File: config.mk
export PLATFORM = sky130hd
export DESIGN_NAME = adc_sequencer_regs
export DESIGN_NICKNAME = d
export VERILOG_FILES = /design/src/adc_sequencer_regs.v /design/src/conv_clock_divider.v /design/src/sar_approx.v
export VERILOG_INCLUDE_DIRS = /design/src
export SDC_FILE = /design/constraint.sdc
export NUM_CORES = 1
export LEC_CHECK = 0
export BUFFER_PORTS_ARGS = -buffer_cell sky130_fd_sc_hd__buf_2
export CAP_MARGIN = 15
export CORE_ASPECT_RATIO = 1.25
export CORE_MARGIN = 2
export CORE_UTILIZATION = 50
export CTS_BUF_LIST = sky130_fd_sc_hd__clkbuf_8
export DETAILED_ROUTE_END_ITERATION = 10
export PLACE_DENSITY = 0.88
export SYNTH_ARGS = -nofsm -noshare
export SYNTH_HDL_FRONTEND = slang
export SYNTH_SLANG_ARGS = --single-unit
File: constraint.sdc
create_clock -name mclk -period 2.2 [get_ports mclk]
set_clock_uncertainty 0.15 [all_clocks]
set_input_delay 0.44 -clock mclk [delete_from_list [all_inputs] [get_ports mclk]]
set_output_delay 0.44 -clock mclk [all_outputs]
set_load 0.03 [all_outputs]
File: src/adc_seq_map.vh
`ifndef ADC_SEQ_MAP_VH
`define ADC_SEQ_MAP_VH

// ----------------------------------------------------------------
// register byte offsets on the bus
// ----------------------------------------------------------------
`define OFS_RESULT_LOW      12'h000
`define OFS_RESULT_HIGH     12'h004
`define OFS_CTRL_MAIN       12'h008
`define OFS_SRC_CLOCK       12'h00C
`define OFS_REF_GAIN        12'h010
`define OFS_BANDGAP         12'h014
`define OFS_IRQ_STATUS      12'h018
`define OFS_IRQ_MASK        12'h01C

// ----------------------------------------------------------------
// conv_control_main fields
// ----------------------------------------------------------------
`define CM_START_BIT        7
`define CM_BUSY_BIT         6
`define CM_ENABLE_BIT       5
`define CM_JUSTIFY_BIT      4
`define CM_CHAN_MSB         3
`define CM_CHAN_LSB         0

// ----------------------------------------------------------------
// conv_source_clock fields
// ----------------------------------------------------------------
`define SC_SRC_MSB          7
`define SC_SRC_LSB          4
`define SC_DIV_MSB          2
`define SC_DIV_LSB          0

// ----------------------------------------------------------------
// conv_reference_gain and bandgap_control fields
// ----------------------------------------------------------------
`define RG_AMP_EN_BIT       7
`define RG_AMP_IN_BIT       4
`define RG_REF_MSB          3
`define RG_REF_LSB          2
`define RG_GAIN_MSB         1
`define RG_GAIN_LSB         0
`define BG_ENABLE_BIT       0

// ----------------------------------------------------------------
// interrupt status / mask fields
// ----------------------------------------------------------------
`define IRQ_DONE_BIT        0
`define IRQ_REFUSED_BIT     1

// ----------------------------------------------------------------
// reset values
// ----------------------------------------------------------------
`define RST_CTRL_MAIN       8'h00
`define RST_SRC_CLOCK       8'h00
`define RST_REF_GAIN        8'h00
`define RST_BANDGAP         8'h00
`define RST_IRQ_MASK        2'h0

// ----------------------------------------------------------------
// conversion timing, in conversion clock ticks
// ----------------------------------------------------------------
`define SAMPLE_TICKS        4'h4

`endif

File: src/adc_sequencer_regs.v
// Register access over APB and the register offsets were left to the implementer.
`timescale 1ns/1ps
`include "adc_seq_map.vh"

module adc_sequencer_regs #(
	parameter RES     = 12,
	parameter NUM_PIN = 9
) (
	input  wire                 mclk,
	input  wire                 reset_n,
	input  wire                 ce,
	input  wire                 psel,
	input  wire                 penable,
	input  wire                 pwrite,
	input  wire [11:0]          paddr,
	input  wire [31:0]          pwdata,
	output reg  [31:0]          prdata,
	output reg                  pready,
	output reg                  pslverr,
	output reg                  irq,
	input  wire                 cmpHigh,
	input  wire [NUM_PIN-1:0]   pinAnalogSel,
	output reg  [NUM_PIN-1:0]   pinDigitalOff,
	output reg  [NUM_PIN-1:0]   pullHighOff,
	output wire [RES-1:0]       sarTrial,
	output wire                 sampleHold,
	output reg                  converterPowerOn,
	output reg                  extConnect,
	output reg  [3:0]           extChannel,
	output reg  [2:0]           internalSource,
	output wire                 gainAmpEnable,
	output wire                 gainAmpInputSel,
	output wire [1:0]           referenceSelect,
	output wire [1:0]           gainSelect,
	output wire                 bandgapEnable
);

	// ----------------------------------------------------------------
	// decode helpers
	// ----------------------------------------------------------------

	// external source codes 0000, 0100 and 1100..1111
	function srcIsExternal;
		input [3:0] code;
		begin
			srcIsExternal = (code == 4'h0) || (code == 4'h4) || (code[3:2] == 2'h3);
		end
	endfunction

	// channels that exist: 0, 1 and 3..8
	function chanExists;
		input [3:0] code;
		begin
			chanExists = (code == 4'h0) || (code == 4'h1)
				|| ((code >= 4'h3) && (code <= 4'h8));
		end
	endfunction

	// internal node: 1..3 supply fractions, 5..7 amplifier fractions, 0 ground
	function [2:0] internalCode;
		input [3:0] code;
		begin
			if (code[3])
				internalCode = 3'h0;
			else
				internalCode = code[2:0];
		end
	endfunction

	// ----------------------------------------------------------------
	// register storage
	// ----------------------------------------------------------------
	reg                 start_ff;
	reg                 enable_ff;
	reg                 justify_ff;
	reg  [3:0]          chanSel_ff;
	reg  [3:0]          srcSel_ff;
	reg  [2:0]          divSel_ff;
	reg  [7:0]          refGain_ff;
	reg                 bandgap_ff;
	reg  [1:0]          irqStatus_ff;
	reg  [1:0]          irqMask_ff;
	reg                 startReq_ff;

	// full reset byte kept so the source field can be sliced out at its own width
	localparam [7:0]    RST_SRC_BYTE = `RST_SRC_CLOCK;

	wire                convTick;
	wire                busy;
	wire                convDone;
	wire [RES-1:0]      result;

	wire                access;
	wire                doWrite;
	wire                doRead;
	wire                mapped;
	wire                startFall;
	wire [7:0]          wByte;
	reg  [7:0]          rdByte;
	wire [15:0]         justified;

	assign access  = psel & penable & pready;
	assign doWrite = access & pwrite;
	assign doRead  = access & ~pwrite;
	assign wByte   = pwdata[7:0];
	assign mapped  = (paddr[1:0] == 2'h0) && (paddr <= `OFS_IRQ_MASK);

	// start bit written from one back to zero completes the pulse
	assign startFall = doWrite && (paddr == `OFS_CTRL_MAIN) && start_ff
		&& !wByte[`CM_START_BIT];

	// ----------------------------------------------------------------
	// conversion engine
	// ----------------------------------------------------------------
	conv_clock_divider u_div (
		.mclk    (mclk),
		.reset_n (reset_n),
		.ce      (ce),
		.run     (busy),
		.divSel  (divSel_ff),
		.tick_ff (convTick)
	);

	sar_approx #(
		.RES (RES)
	) u_sar (
		.mclk        (mclk),
		.reset_n     (reset_n),
		.ce          (ce),
		.start       (startReq_ff),
		.abort       (~enable_ff),
		.tick        (convTick),
		.cmpHigh     (cmpHigh),
		.trial_ff    (sarTrial),
		.sampling_ff (sampleHold),
		.busy_ff     (busy),
		.done_ff     (convDone),
		.result_ff   (result)
	);

	// ----------------------------------------------------------------
	// software registers
	// ----------------------------------------------------------------

	// control writes; busy has no storage here so writes to it vanish
	always @(posedge mclk or negedge reset_n)
	begin
		if (!reset_n)
		begin
			start_ff    <= 1'b0;
			enable_ff   <= 1'b0;
			justify_ff  <= 1'b0;
			chanSel_ff  <= 4'h0;
			srcSel_ff   <= RST_SRC_BYTE[`SC_SRC_MSB:`SC_SRC_LSB];
			divSel_ff   <= RST_SRC_BYTE[`SC_DIV_MSB:`SC_DIV_LSB];
			refGain_ff  <= `RST_REF_GAIN;
			bandgap_ff  <= 1'b0;
			irqMask_ff  <= `RST_IRQ_MASK;
			startReq_ff <= 1'b0;
		end
		else if (ce)
		begin
			// a start only counts with the converter on and idle
			startReq_ff <= startFall && enable_ff && !busy;
			if (doWrite)
			begin
				case (paddr)
					`OFS_CTRL_MAIN:
					begin
						start_ff   <= wByte[`CM_START_BIT];
						enable_ff  <= wByte[`CM_ENABLE_BIT];
						justify_ff <= wByte[`CM_JUSTIFY_BIT];
						chanSel_ff <= wByte[`CM_CHAN_MSB:`CM_CHAN_LSB];
					end
					`OFS_SRC_CLOCK:
					begin
						srcSel_ff <= wByte[`SC_SRC_MSB:`SC_SRC_LSB];
						divSel_ff <= wByte[`SC_DIV_MSB:`SC_DIV_LSB];
					end
					`OFS_REF_GAIN:
					begin
						// bits 6 and 5 are not kept
						refGain_ff <= wByte & 8'h9F;
					end
					`OFS_BANDGAP:
					begin
						bandgap_ff <= wByte[`BG_ENABLE_BIT];
					end
					`OFS_IRQ_MASK:
					begin
						irqMask_ff <= wByte[1:0];
					end
					default:
					begin
						bandgap_ff <= bandgap_ff;
					end
				endcase
			end
		end
	end

	assign gainAmpEnable   = refGain_ff[`RG_AMP_EN_BIT];
	assign gainAmpInputSel = refGain_ff[`RG_AMP_IN_BIT];
	assign referenceSelect = refGain_ff[`RG_REF_MSB:`RG_REF_LSB];
	assign gainSelect      = refGain_ff[`RG_GAIN_MSB:`RG_GAIN_LSB];
	assign bandgapEnable   = bandgap_ff;

	// ----------------------------------------------------------------
	// interrupt status
	// ----------------------------------------------------------------

	// write one to clear; a new event in the same cycle wins over the clear
	always @(posedge mclk or negedge reset_n)
	begin
		if (!reset_n)
		begin
			irqStatus_ff <= 2'h0;
			irq          <= 1'b0;
		end
		else if (ce)
		begin
			irqStatus_ff <= (irqStatus_ff
				& ~((doWrite && (paddr == `OFS_IRQ_STATUS)) ? wByte[1:0] : 2'h0))
				| {startFall && !enable_ff, convDone};
			irq <= |(irqStatus_ff & irqMask_ff);
		end
	end

	// ----------------------------------------------------------------
	// read path
	// ----------------------------------------------------------------

	// result is formatted on read so both bytes always come from one word
	assign justified = justify_ff ? {4'h0, result} : {result, 4'h0};

	always @*
	begin
		case (paddr)
			`OFS_RESULT_LOW:  rdByte = justified[7:0];
			`OFS_RESULT_HIGH: rdByte = justified[15:8];
			`OFS_CTRL_MAIN:   rdByte = {start_ff, busy, enable_ff, justify_ff, chanSel_ff};
			`OFS_SRC_CLOCK:   rdByte = {srcSel_ff, 1'b0, divSel_ff};
			`OFS_REF_GAIN:    rdByte = refGain_ff;
			`OFS_BANDGAP:     rdByte = {7'h00, bandgap_ff};
			`OFS_IRQ_STATUS:  rdByte = {6'h00, irqStatus_ff};
			`OFS_IRQ_MASK:    rdByte = {6'h00, irqMask_ff};
			default:          rdByte = 8'h00;
		endcase
	end

	// one wait state: pready rises in the second access cycle, data registered with it
	always @(posedge mclk or negedge reset_n)
	begin
		if (!reset_n)
		begin
			pready  <= 1'b0;
			prdata  <= 32'h00000000;
			pslverr <= 1'b0;
		end
		else if (ce)
		begin
			if (psel && penable && !pready)
			begin
				pready  <= 1'b1;
				pslverr <= !mapped;
				prdata  <= (!pwrite && mapped) ? {24'h000000, rdByte} : 32'h00000000;
			end
			else
			begin
				pready  <= 1'b0;
				pslverr <= 1'b0;
				if (doRead)
					prdata <= 32'h00000000;
			end
		end
	end

	// ----------------------------------------------------------------
	// analog routing
	// ----------------------------------------------------------------

	// internal source forces the external switch open; floating codes close nothing
	always @(posedge mclk or negedge reset_n)
	begin
		if (!reset_n)
		begin
			converterPowerOn <= 1'b0;
			extConnect       <= 1'b0;
			extChannel       <= 4'h0;
			internalSource   <= 3'h0;
			pinDigitalOff    <= {NUM_PIN{1'b0}};
			pullHighOff      <= {NUM_PIN{1'b0}};
		end
		else if (ce)
		begin
			converterPowerOn <= enable_ff;
			extConnect       <= enable_ff && srcIsExternal(srcSel_ff)
				&& chanExists(chanSel_ff);
			extChannel       <= chanSel_ff;
			internalSource   <= srcIsExternal(srcSel_ff) ? 3'h0 : internalCode(srcSel_ff);
			pinDigitalOff    <= pinAnalogSel;
			pullHighOff      <= pinAnalogSel;
		end
	end

endmodule

File: src/conv_clock_divider.v
`timescale 1ns/1ps
`include "adc_seq_map.vh"

module conv_clock_divider #(
	parameter CNT_W = 7
) (
	input  wire             mclk,
	input  wire             reset_n,
	input  wire             ce,
	input  wire             run,
	input  wire [2:0]       divSel,
	output reg              tick_ff
);

	reg  [CNT_W-1:0] count_ff;
	wire [CNT_W-1:0] limit;

	// terminal count is 2^divSel - 1, so 000 ticks every cycle
	assign limit = {CNT_W{1'b1}} >> (3'h7 - divSel);

	// counter restarts whenever the converter is idle so every run has the same phase
	always @(posedge mclk or negedge reset_n)
	begin
		if (!reset_n)
		begin
			count_ff <= {CNT_W{1'b0}};
			tick_ff  <= 1'b0;
		end
		else if (ce)
		begin
			if (!run)
			begin
				count_ff <= {CNT_W{1'b0}};
				tick_ff  <= 1'b0;
			end
			else if (count_ff >= limit)
			begin
				count_ff <= {CNT_W{1'b0}};
				tick_ff  <= 1'b1;
			end
			else
			begin
				count_ff <= count_ff + {{(CNT_W-1){1'b0}}, 1'b1};
				tick_ff  <= 1'b0;
			end
		end
	end

endmodule

File: src/sar_approx.v
`timescale 1ns/1ps
`include "adc_seq_map.vh"

module sar_approx #(
	parameter RES = 12
) (
	input  wire             mclk,
	input  wire             reset_n,
	input  wire             ce,
	input  wire             start,
	input  wire             abort,
	input  wire             tick,
	input  wire             cmpHigh,
	output reg  [RES-1:0]   trial_ff,
	output reg              sampling_ff,
	output reg              busy_ff,
	output reg              done_ff,
	output reg  [RES-1:0]   result_ff
);

	localparam [1:0] ST_IDLE   = 2'h0;
	localparam [1:0] ST_SAMPLE = 2'h1;
	localparam [1:0] ST_CONV   = 2'h2;

	reg [1:0]     state_ff;
	reg [3:0]     cnt_ff;
	reg [RES-1:0] bitMask_ff;

	// one decision per tick, msb first; comparator high keeps the trial bit
	always @(posedge mclk or negedge reset_n)
	begin
		if (!reset_n)
		begin
			state_ff    <= ST_IDLE;
			cnt_ff      <= 4'h0;
			bitMask_ff  <= {RES{1'b0}};
			trial_ff    <= {RES{1'b0}};
			sampling_ff <= 1'b0;
			busy_ff     <= 1'b0;
			done_ff     <= 1'b0;
			result_ff   <= {RES{1'b0}};
		end
		else if (ce)
		begin
			done_ff <= 1'b0;
			if (abort)
			begin
				// disabling mid-run drops the result, old data stays put
				state_ff    <= ST_IDLE;
				sampling_ff <= 1'b0;
				busy_ff     <= 1'b0;
				trial_ff    <= {RES{1'b0}};
			end
			else
			begin
				case (state_ff)
					ST_IDLE:
					begin
						if (start)
						begin
							state_ff    <= ST_SAMPLE;
							cnt_ff      <= 4'h0;
							sampling_ff <= 1'b1;
							busy_ff     <= 1'b1;
						end
					end
					ST_SAMPLE:
					begin
						if (tick)
						begin
							if (cnt_ff == `SAMPLE_TICKS - 4'h1)
							begin
								state_ff    <= ST_CONV;
								sampling_ff <= 1'b0;
								bitMask_ff  <= {1'b1, {(RES-1){1'b0}}};
								trial_ff    <= {1'b1, {(RES-1){1'b0}}};
							end
							cnt_ff <= cnt_ff + 4'h1;
						end
					end
					ST_CONV:
					begin
						if (tick)
						begin
							if (bitMask_ff[0])
							begin
								// full word lands with busy falling, never a partial value
								result_ff <= cmpHigh ? trial_ff : (trial_ff & ~bitMask_ff);
								busy_ff   <= 1'b0;
								done_ff   <= 1'b1;
								trial_ff  <= {RES{1'b0}};
								state_ff  <= ST_IDLE;
							end
							else
							begin
								trial_ff <= (cmpHigh ? trial_ff : (trial_ff & ~bitMask_ff))
									| (bitMask_ff >> 1);
								bitMask_ff <= bitMask_ff >> 1;
							end
						end
					end
					default:
					begin
						state_ff <= ST_IDLE;
						busy_ff  <= 1'b0;
					end
				endcase
			end
		end
	end

endmodule

## Word-level counts from Yosys, hierarchy flattened

Cells that the tools add are included.

- Bits in latches: 0
- Logic and storage cells: 171
- Memory bits (read-only): 0
- RAM bits: 0
- Output and inout port bits: 82
- Memories kept: 0
- Register bits after elaboration: 132
- Input bits: 60

- Add/subtract/negate cells: 3
- $lt $le $gt $ge: 4
- $mul: 0
- Eq/ne operators: 26
- Bitwise logic cells: 12
- Shifts and indexed selects: 1
- Reductions and logical operators: 47
- Div/mod/pow operators: 0
- Muxes and demuxes: 47

Operators with widths:

| operator | count |
|---|---|
| $mux 12 | 8 |
| $mux 32 | 2 |
| $pmux 8 s8 | 1 |
| $eq 12x5->1 const B | 4 |
| $pmux 12 s2 | 2 |
| $reduce_and 5->1 | 5 |
| $eq 12x4->1 const B | 2 |
| $mux 16 | 1 |
| $mux 1 | 15 |
| $reduce_and 3->1 | 5 |
| $logic_and 1x1->1 | 14 |
| $mux 2 | 7 |
| $mux 7 | 2 |
| $and 12x12->12 | 1 |
| $eq 12x3->1 const B | 1 |
| $le 12x5->1 const B | 1 |
| $logic_not 12->1 | 1 |
| $not 12->12 | 1 |
| $or 12x11->12 | 1 |
| $reduce_and 6->1 | 2 |
| $ne 2x2->1 const B | 5 |
| $ne 3x3->1 const B | 3 |
| $logic_not 4->1 | 2 |
| $mux 4 | 2 |
| other kinds (33) | 52 |

## Longest topological paths before layout

- Depth in word-level cells: 8
- Depth in mapped cells: 7
- Gate-level depth less buffers: 7

## Cells and area by module

From an unflattened synthesis, not the netlist that was laid out.

- Cell total of the unflattened synthesis: 549
- Area, all modules: 5819.3 µm²

Modules (own cells, without submodules):

| module | seq. area each (µm²) | times used | cells each | area an instance (µm²) |
|---|---|---|---|---|
| adc_sequencer_regs | 1376.3 | 1 | 271 | 3056.7 |
| sar_approx | 1126.1 | 1 | 212 | 2173.3 |
| conv_clock_divider | 200.2 | 1 | 66 | 589.3 |

## Least setup slack after synthesis

Ideal clock, no wire load.

- Path type: flip-flop to flip-flop
- Start: register divSel_ff[1]
- End: register u_div.count_ff[5]
- Data required time: 1934 ps
- Path buffers: 0
- Clock period less this slack: 2245 ps
- Stages on the path, launching flop included: 8
- Arrival time: 1979 ps
- Library setup time: 116 ps
- Slack: -45 ps
- Cells stage by stage: dfrtp_1 or3_1 ha_1 nand2b_1 a31oi_1 o21a_1 nand3_1 o311ai_0

- Longest elaborated chain between the ends: 5

Ends and longest elaborated chain:

| what | line | text |
|---|---|---|
| from (decl) | adc_sequencer_regs.v:78 | `reg [2:0] divSel_ff;` |
| from (signal assigned) | adc_sequencer_regs.v:155 | `` divSel_ff <= RST_SRC_BYTE[`SC_DIV_MSB:`SC_DIV_LSB]; `` |
| from (signal assigned) | adc_sequencer_regs.v:178 | `` divSel_ff <= wByte[`SC_DIV_MSB:`SC_DIV_LSB]; `` |
| $sub 3x3->3 | conv_clock_divider.v:19 | `assign limit = {CNT_W{1'b1}} >> (3'h7 - divSel);` |
| $shr 7x3->7 | conv_clock_divider.v:19 |  |
| $ge 7x7->1 | conv_clock_divider.v:36 | `else if (count_ff >= limit)` |
| $mux 7 | conv_clock_divider.v:36 |  |
| $mux 7 | conv_clock_divider.v:31 | `if (!run)` |
| to (signal assigned) | conv_clock_divider.v:26 | `count_ff <= {CNT_W{1'b0}};` |
| to (signal assigned) | conv_clock_divider.v:33 | `count_ff <= {CNT_W{1'b0}};` |
| to (signal assigned) | conv_clock_divider.v:38 | `count_ff <= {CNT_W{1'b0}};` |
| to (decl) | conv_clock_divider.v:15 | `reg [CNT_W-1:0] count_ff;` |

Every way passes these cells.
A chain may end at the register's enable or synchronous reset.

## Worst setup path in the final report

- Start: register divSel_ff[0]
- End: register u_div.count_ff[2]

Same word-level chain as after synthesis.

==> impl_results.md <==
* Synth area leader: dfrtp_1
* Simple-gate share of the synthesized area at 14.70%
* Final setup vio count at 2
* Top post-synthesis cells by count: 108 x dfrtp_1, 53 x nand2_1, 44 x o21ai_0
* Post-synth top area share at 49.38%
* Post-synthesis adder-cell area fraction at 2.058%
* Detail Route Antenna Nets at 0
* Xor and xnor area share after synthesis at 0.1600%
* Worst Setup Slack, final at -0.004403 ns
* Failing checks: setup timing
* IO buf count at 93
* # clock sinks at 108
* Clock root cell: clkbuf_8
* CTS Buf Count at 9
* Total iterations of the first detailed-routing run at 6
* Vias in the first global route at 4355
* Post-DP HPWL at 9866 µm
* Comb power frac at 16.0%
* Hold-critical path depth at 2
* Io pins at 142
* DIE AREA at 0.01180 mm²
* Area growth from synthesis to layout at 16.85%
* Top cells by area, synth: dfrtp_1 49%, mux2_2 8.8%, buf_4 4.7%, o21ai_0 4.0%, nand2_1 3.6%
* Seq/Total Area, Yosys at 49.38%
* Post-synthesis mux area share at 9.945%
* Crit. End Element: flop
* Fill cells at 891
* Total GRT Usage at 23.55%
* Worst-path clk slew at 0.09 ns
* CTS tree: yes
* VDD IR-drop max at 323.2 µV
* Antenna Diode Count at 0
* Ratio of cells with drive above 1 in the final layout at 31.96%
* Post-placement cell area at 0.006106 mm²
* Ys flop type: dfrtp_1
* Final Instance Area at 0.006395 mm²
* Overflow after GRT at 0
* Sw Share at 28.97%
* Largest net degree at the start of global routing at 43
* #FFs+latches synth at 108
* Synthesized area at 0.005473 mm²
* Post-detailed-route via-to-cell ratio at 5.827
* First-pass GRT wire length at 22160 µm
* P per Cell Area at 645.0 mW/mm²
* Number of synthesized flops with an enable pin at 0
* Vias at 4452
* Avg Cell Area, Syn at 10.44 µm²
* Final net count at 696
* Setup total negative slack at -0.006743 ns
* Max-cap violations at 0
* Count leader, synth: dfrtp_1
* Clk pwr share at 31.9%
* Gr busiest metal: met2
* Total power at 4125 µW
* DRC Markers at 0
* Largest family of logic cells by synthesized area: compound AO/OA/AOI/OAI gates
* Final WL at 13500 µm
* Hold/Removal Path Class: in2reg
* Final slew viol count at 0
* Util after Layout at 60.24%
* Met3 usage at 3.629%
* Core Footprint at 0.01062 mm²
* Crit path kind: reg2reg
* Routed wire length per instance at 17.67 µm
* M2 GR Usage at 40.95%
* Cells after Synth at 524
* RSZ-0062 raised after global routing: true
* Die span in y at 121.0 µm
* H-Tree Level Count at 3
* Die X at 97.58 µm
* Ys Warns at 0
* Multi-input logic area at 0.002489 mm²
* Net Sw Power at 1195 µW
* Compound-cell area share of the yosys netlist at 16.00%
* Worst skew pair latency at 0.39 ns
* Initial drt markers at 340
* Post-route clock period utilization at 100.2%
* Int Pwr at 2930 µW
* Post-synth ARST share at 100.0%
* Register area at 0.002703 mm²
* Antenna violations before repair at 0
* Cell leakage power at 0.003063 µW
* Initial core utilization at 51.56%
* CP Max Fanout at 5
* Number of cell rows at 42
* Crit path launch type: flop
* Final hold vios at 0
* Worst Reg-to-Reg Cells at 8
* Pre-CTS WS at -0.02719 ns
* Clock Tree Buf Depth at 2
* Reg power frac at 52.0%
* Status: complete, but fails checks
* Critical path arrival at 2.37 ns
* Met1 Usage GRT at 29.59%
* Crit path time final at 2.204 ns
* Count of cell types in the netlist at 56
* GP Congestion at 0.8911
* Critical Path RT at 2.36 ns
* Fmax achieved at 0.4536 GHz
[worst paths after layout]
kind | end | from | slack (ns)
max in group asynchronous | srcSel_ff[0] | reset_n | 0.92
setup / recovery | u_div.count_ff[2] | divSel_ff[0] | -0.004
setup reg to reg | u_div.count_ff[2] | divSel_ff[0] | -0.004
min in group asynchronous | u_sar.bitMask_ff[6] | reset_n | 0.39
hold / removal | pullHighOff[5] | pinAnalogSel[5] | 0.13
hold reg to reg | prdata[2] | prdata[2] | 0.35
[cell type report]
class | instances | share of cell area [%]
inverter | 21 | 1.233
clock buffer | 9 | 1.937
sequential | 108 | 42.26
multi-input combinational | 363 | 38.92
timing repair buffer | 124 | 11.64
clock inverter | 7 | 1.428
tap | 132 | 2.583
[metrics by stage]
step / cells / hold slack [ns]
3_5_place_dp: 746 / 0.2865
5_1_grt: 764 / 0.1187
3_3_place_gp: 746 / 0.2736
2_1_floorplan: 547 / -0.005591
6_report: 764 / 0.1319
4_1_cts: 763 / 0.1243
[cell usage in the layout (no fill, tap or decap), types with 10 or more instances in the layout]
| cell | synthesis | routed |
|---|---|---|
| buf_4 | 34 | 27 |
| nand2_1 | 53 | 53 |
| a21oi_1 | 12 | 12 |
| nor2_1 | 17 | 17 |
| buf_2 | 6 | 92 |
| dfrtp_1 | 108 | 108 |
| inv_1 | 21 | 21 |
| o21ai_0 | 44 | 41 |
| mux2_2 | 43 | 43 |
| conb_1 | 1 | 24 |
| a22o_1 | 21 | 21 |
| nand3_1 | 19 | 18 |
| nor2b_1 | 19 | 19 |
| o31ai_1 | 10 | 10 |
[power groups by stage]
stage / Clock [µW] / Sequential [µW] / Combinational (µW)
floorplan: 0 / 2190 / 416
global placement: 0 / 2170 / 566
detailed placement: 0 / 2180 / 589
CTS: 1330 / 2140 / 604
global route: 1420 / 2160 / 719
finish: 1320 / 2150 / 660
[registers in the layout, indices dropped and copies added, names as in the netlist, 2 cells and up]
register and count:
prdata 8, chanSel_ff 4, divSel_ff 3, u_div.count_ff 7, irqStatus_ff 2, extChannel 4
u_sar.state_ff 2, u_sar.trial_ff 12, u_sar.bitMask_ff 12, refGain_ff 6, pullHighOff 9, srcSel_ff 4
u_sar.result_ff 12, internalSource 3, u_sar.cnt_ff 4, irqMask_ff 2
[timing repair]
action | 4_1_cts | 5_1_grt
endpoints found under the hold margin | 33 | 0
endpoints found under the setup margin | 5 | 5
pin swaps | 1 | 7
hold buffers | 1 | 0
cloned | 0 | 0
buffers inserted | 0 | 1
gates resized for setup | 1 | 10
[critical path: stages, from the launching register on]
cell and delay (ns):
dfrtp_1 0.41, or3_4 0.41, ha_4 0.24, nand2b_4 0.14, a31oi_4 0.20, o211ai_1 0.12
buf_4 0.19, o21ai_0 0.14, o2bb2ai_1 0.13
[kinds of logic after synthesis]
| logic type | Yosys count |
|---|---|
| xor+xnor | 1 |
| buf+inv | 76 |
| flops | 108 |
| simple gates | 152 |
| mux | 49 |
| other cells | 1 |
| compound gates | 128 |
| fa+ha+maj | 9 |
[layer usage]
| layer | vias up | routed length (µm) | part of all wire [%] |
|---|---|---|---|
| li1 | 2038 | - | - |
| met1 | 2203 | 5465 | 40 |
| met2 | 193 | 6986 | 52 |
| met3 | 18 | 808 | 6.0 |
| met4 | 0 | 242 | 1.8 |
| met5 | - | 0 | 0 |
(Power assumes the default switching activity.)
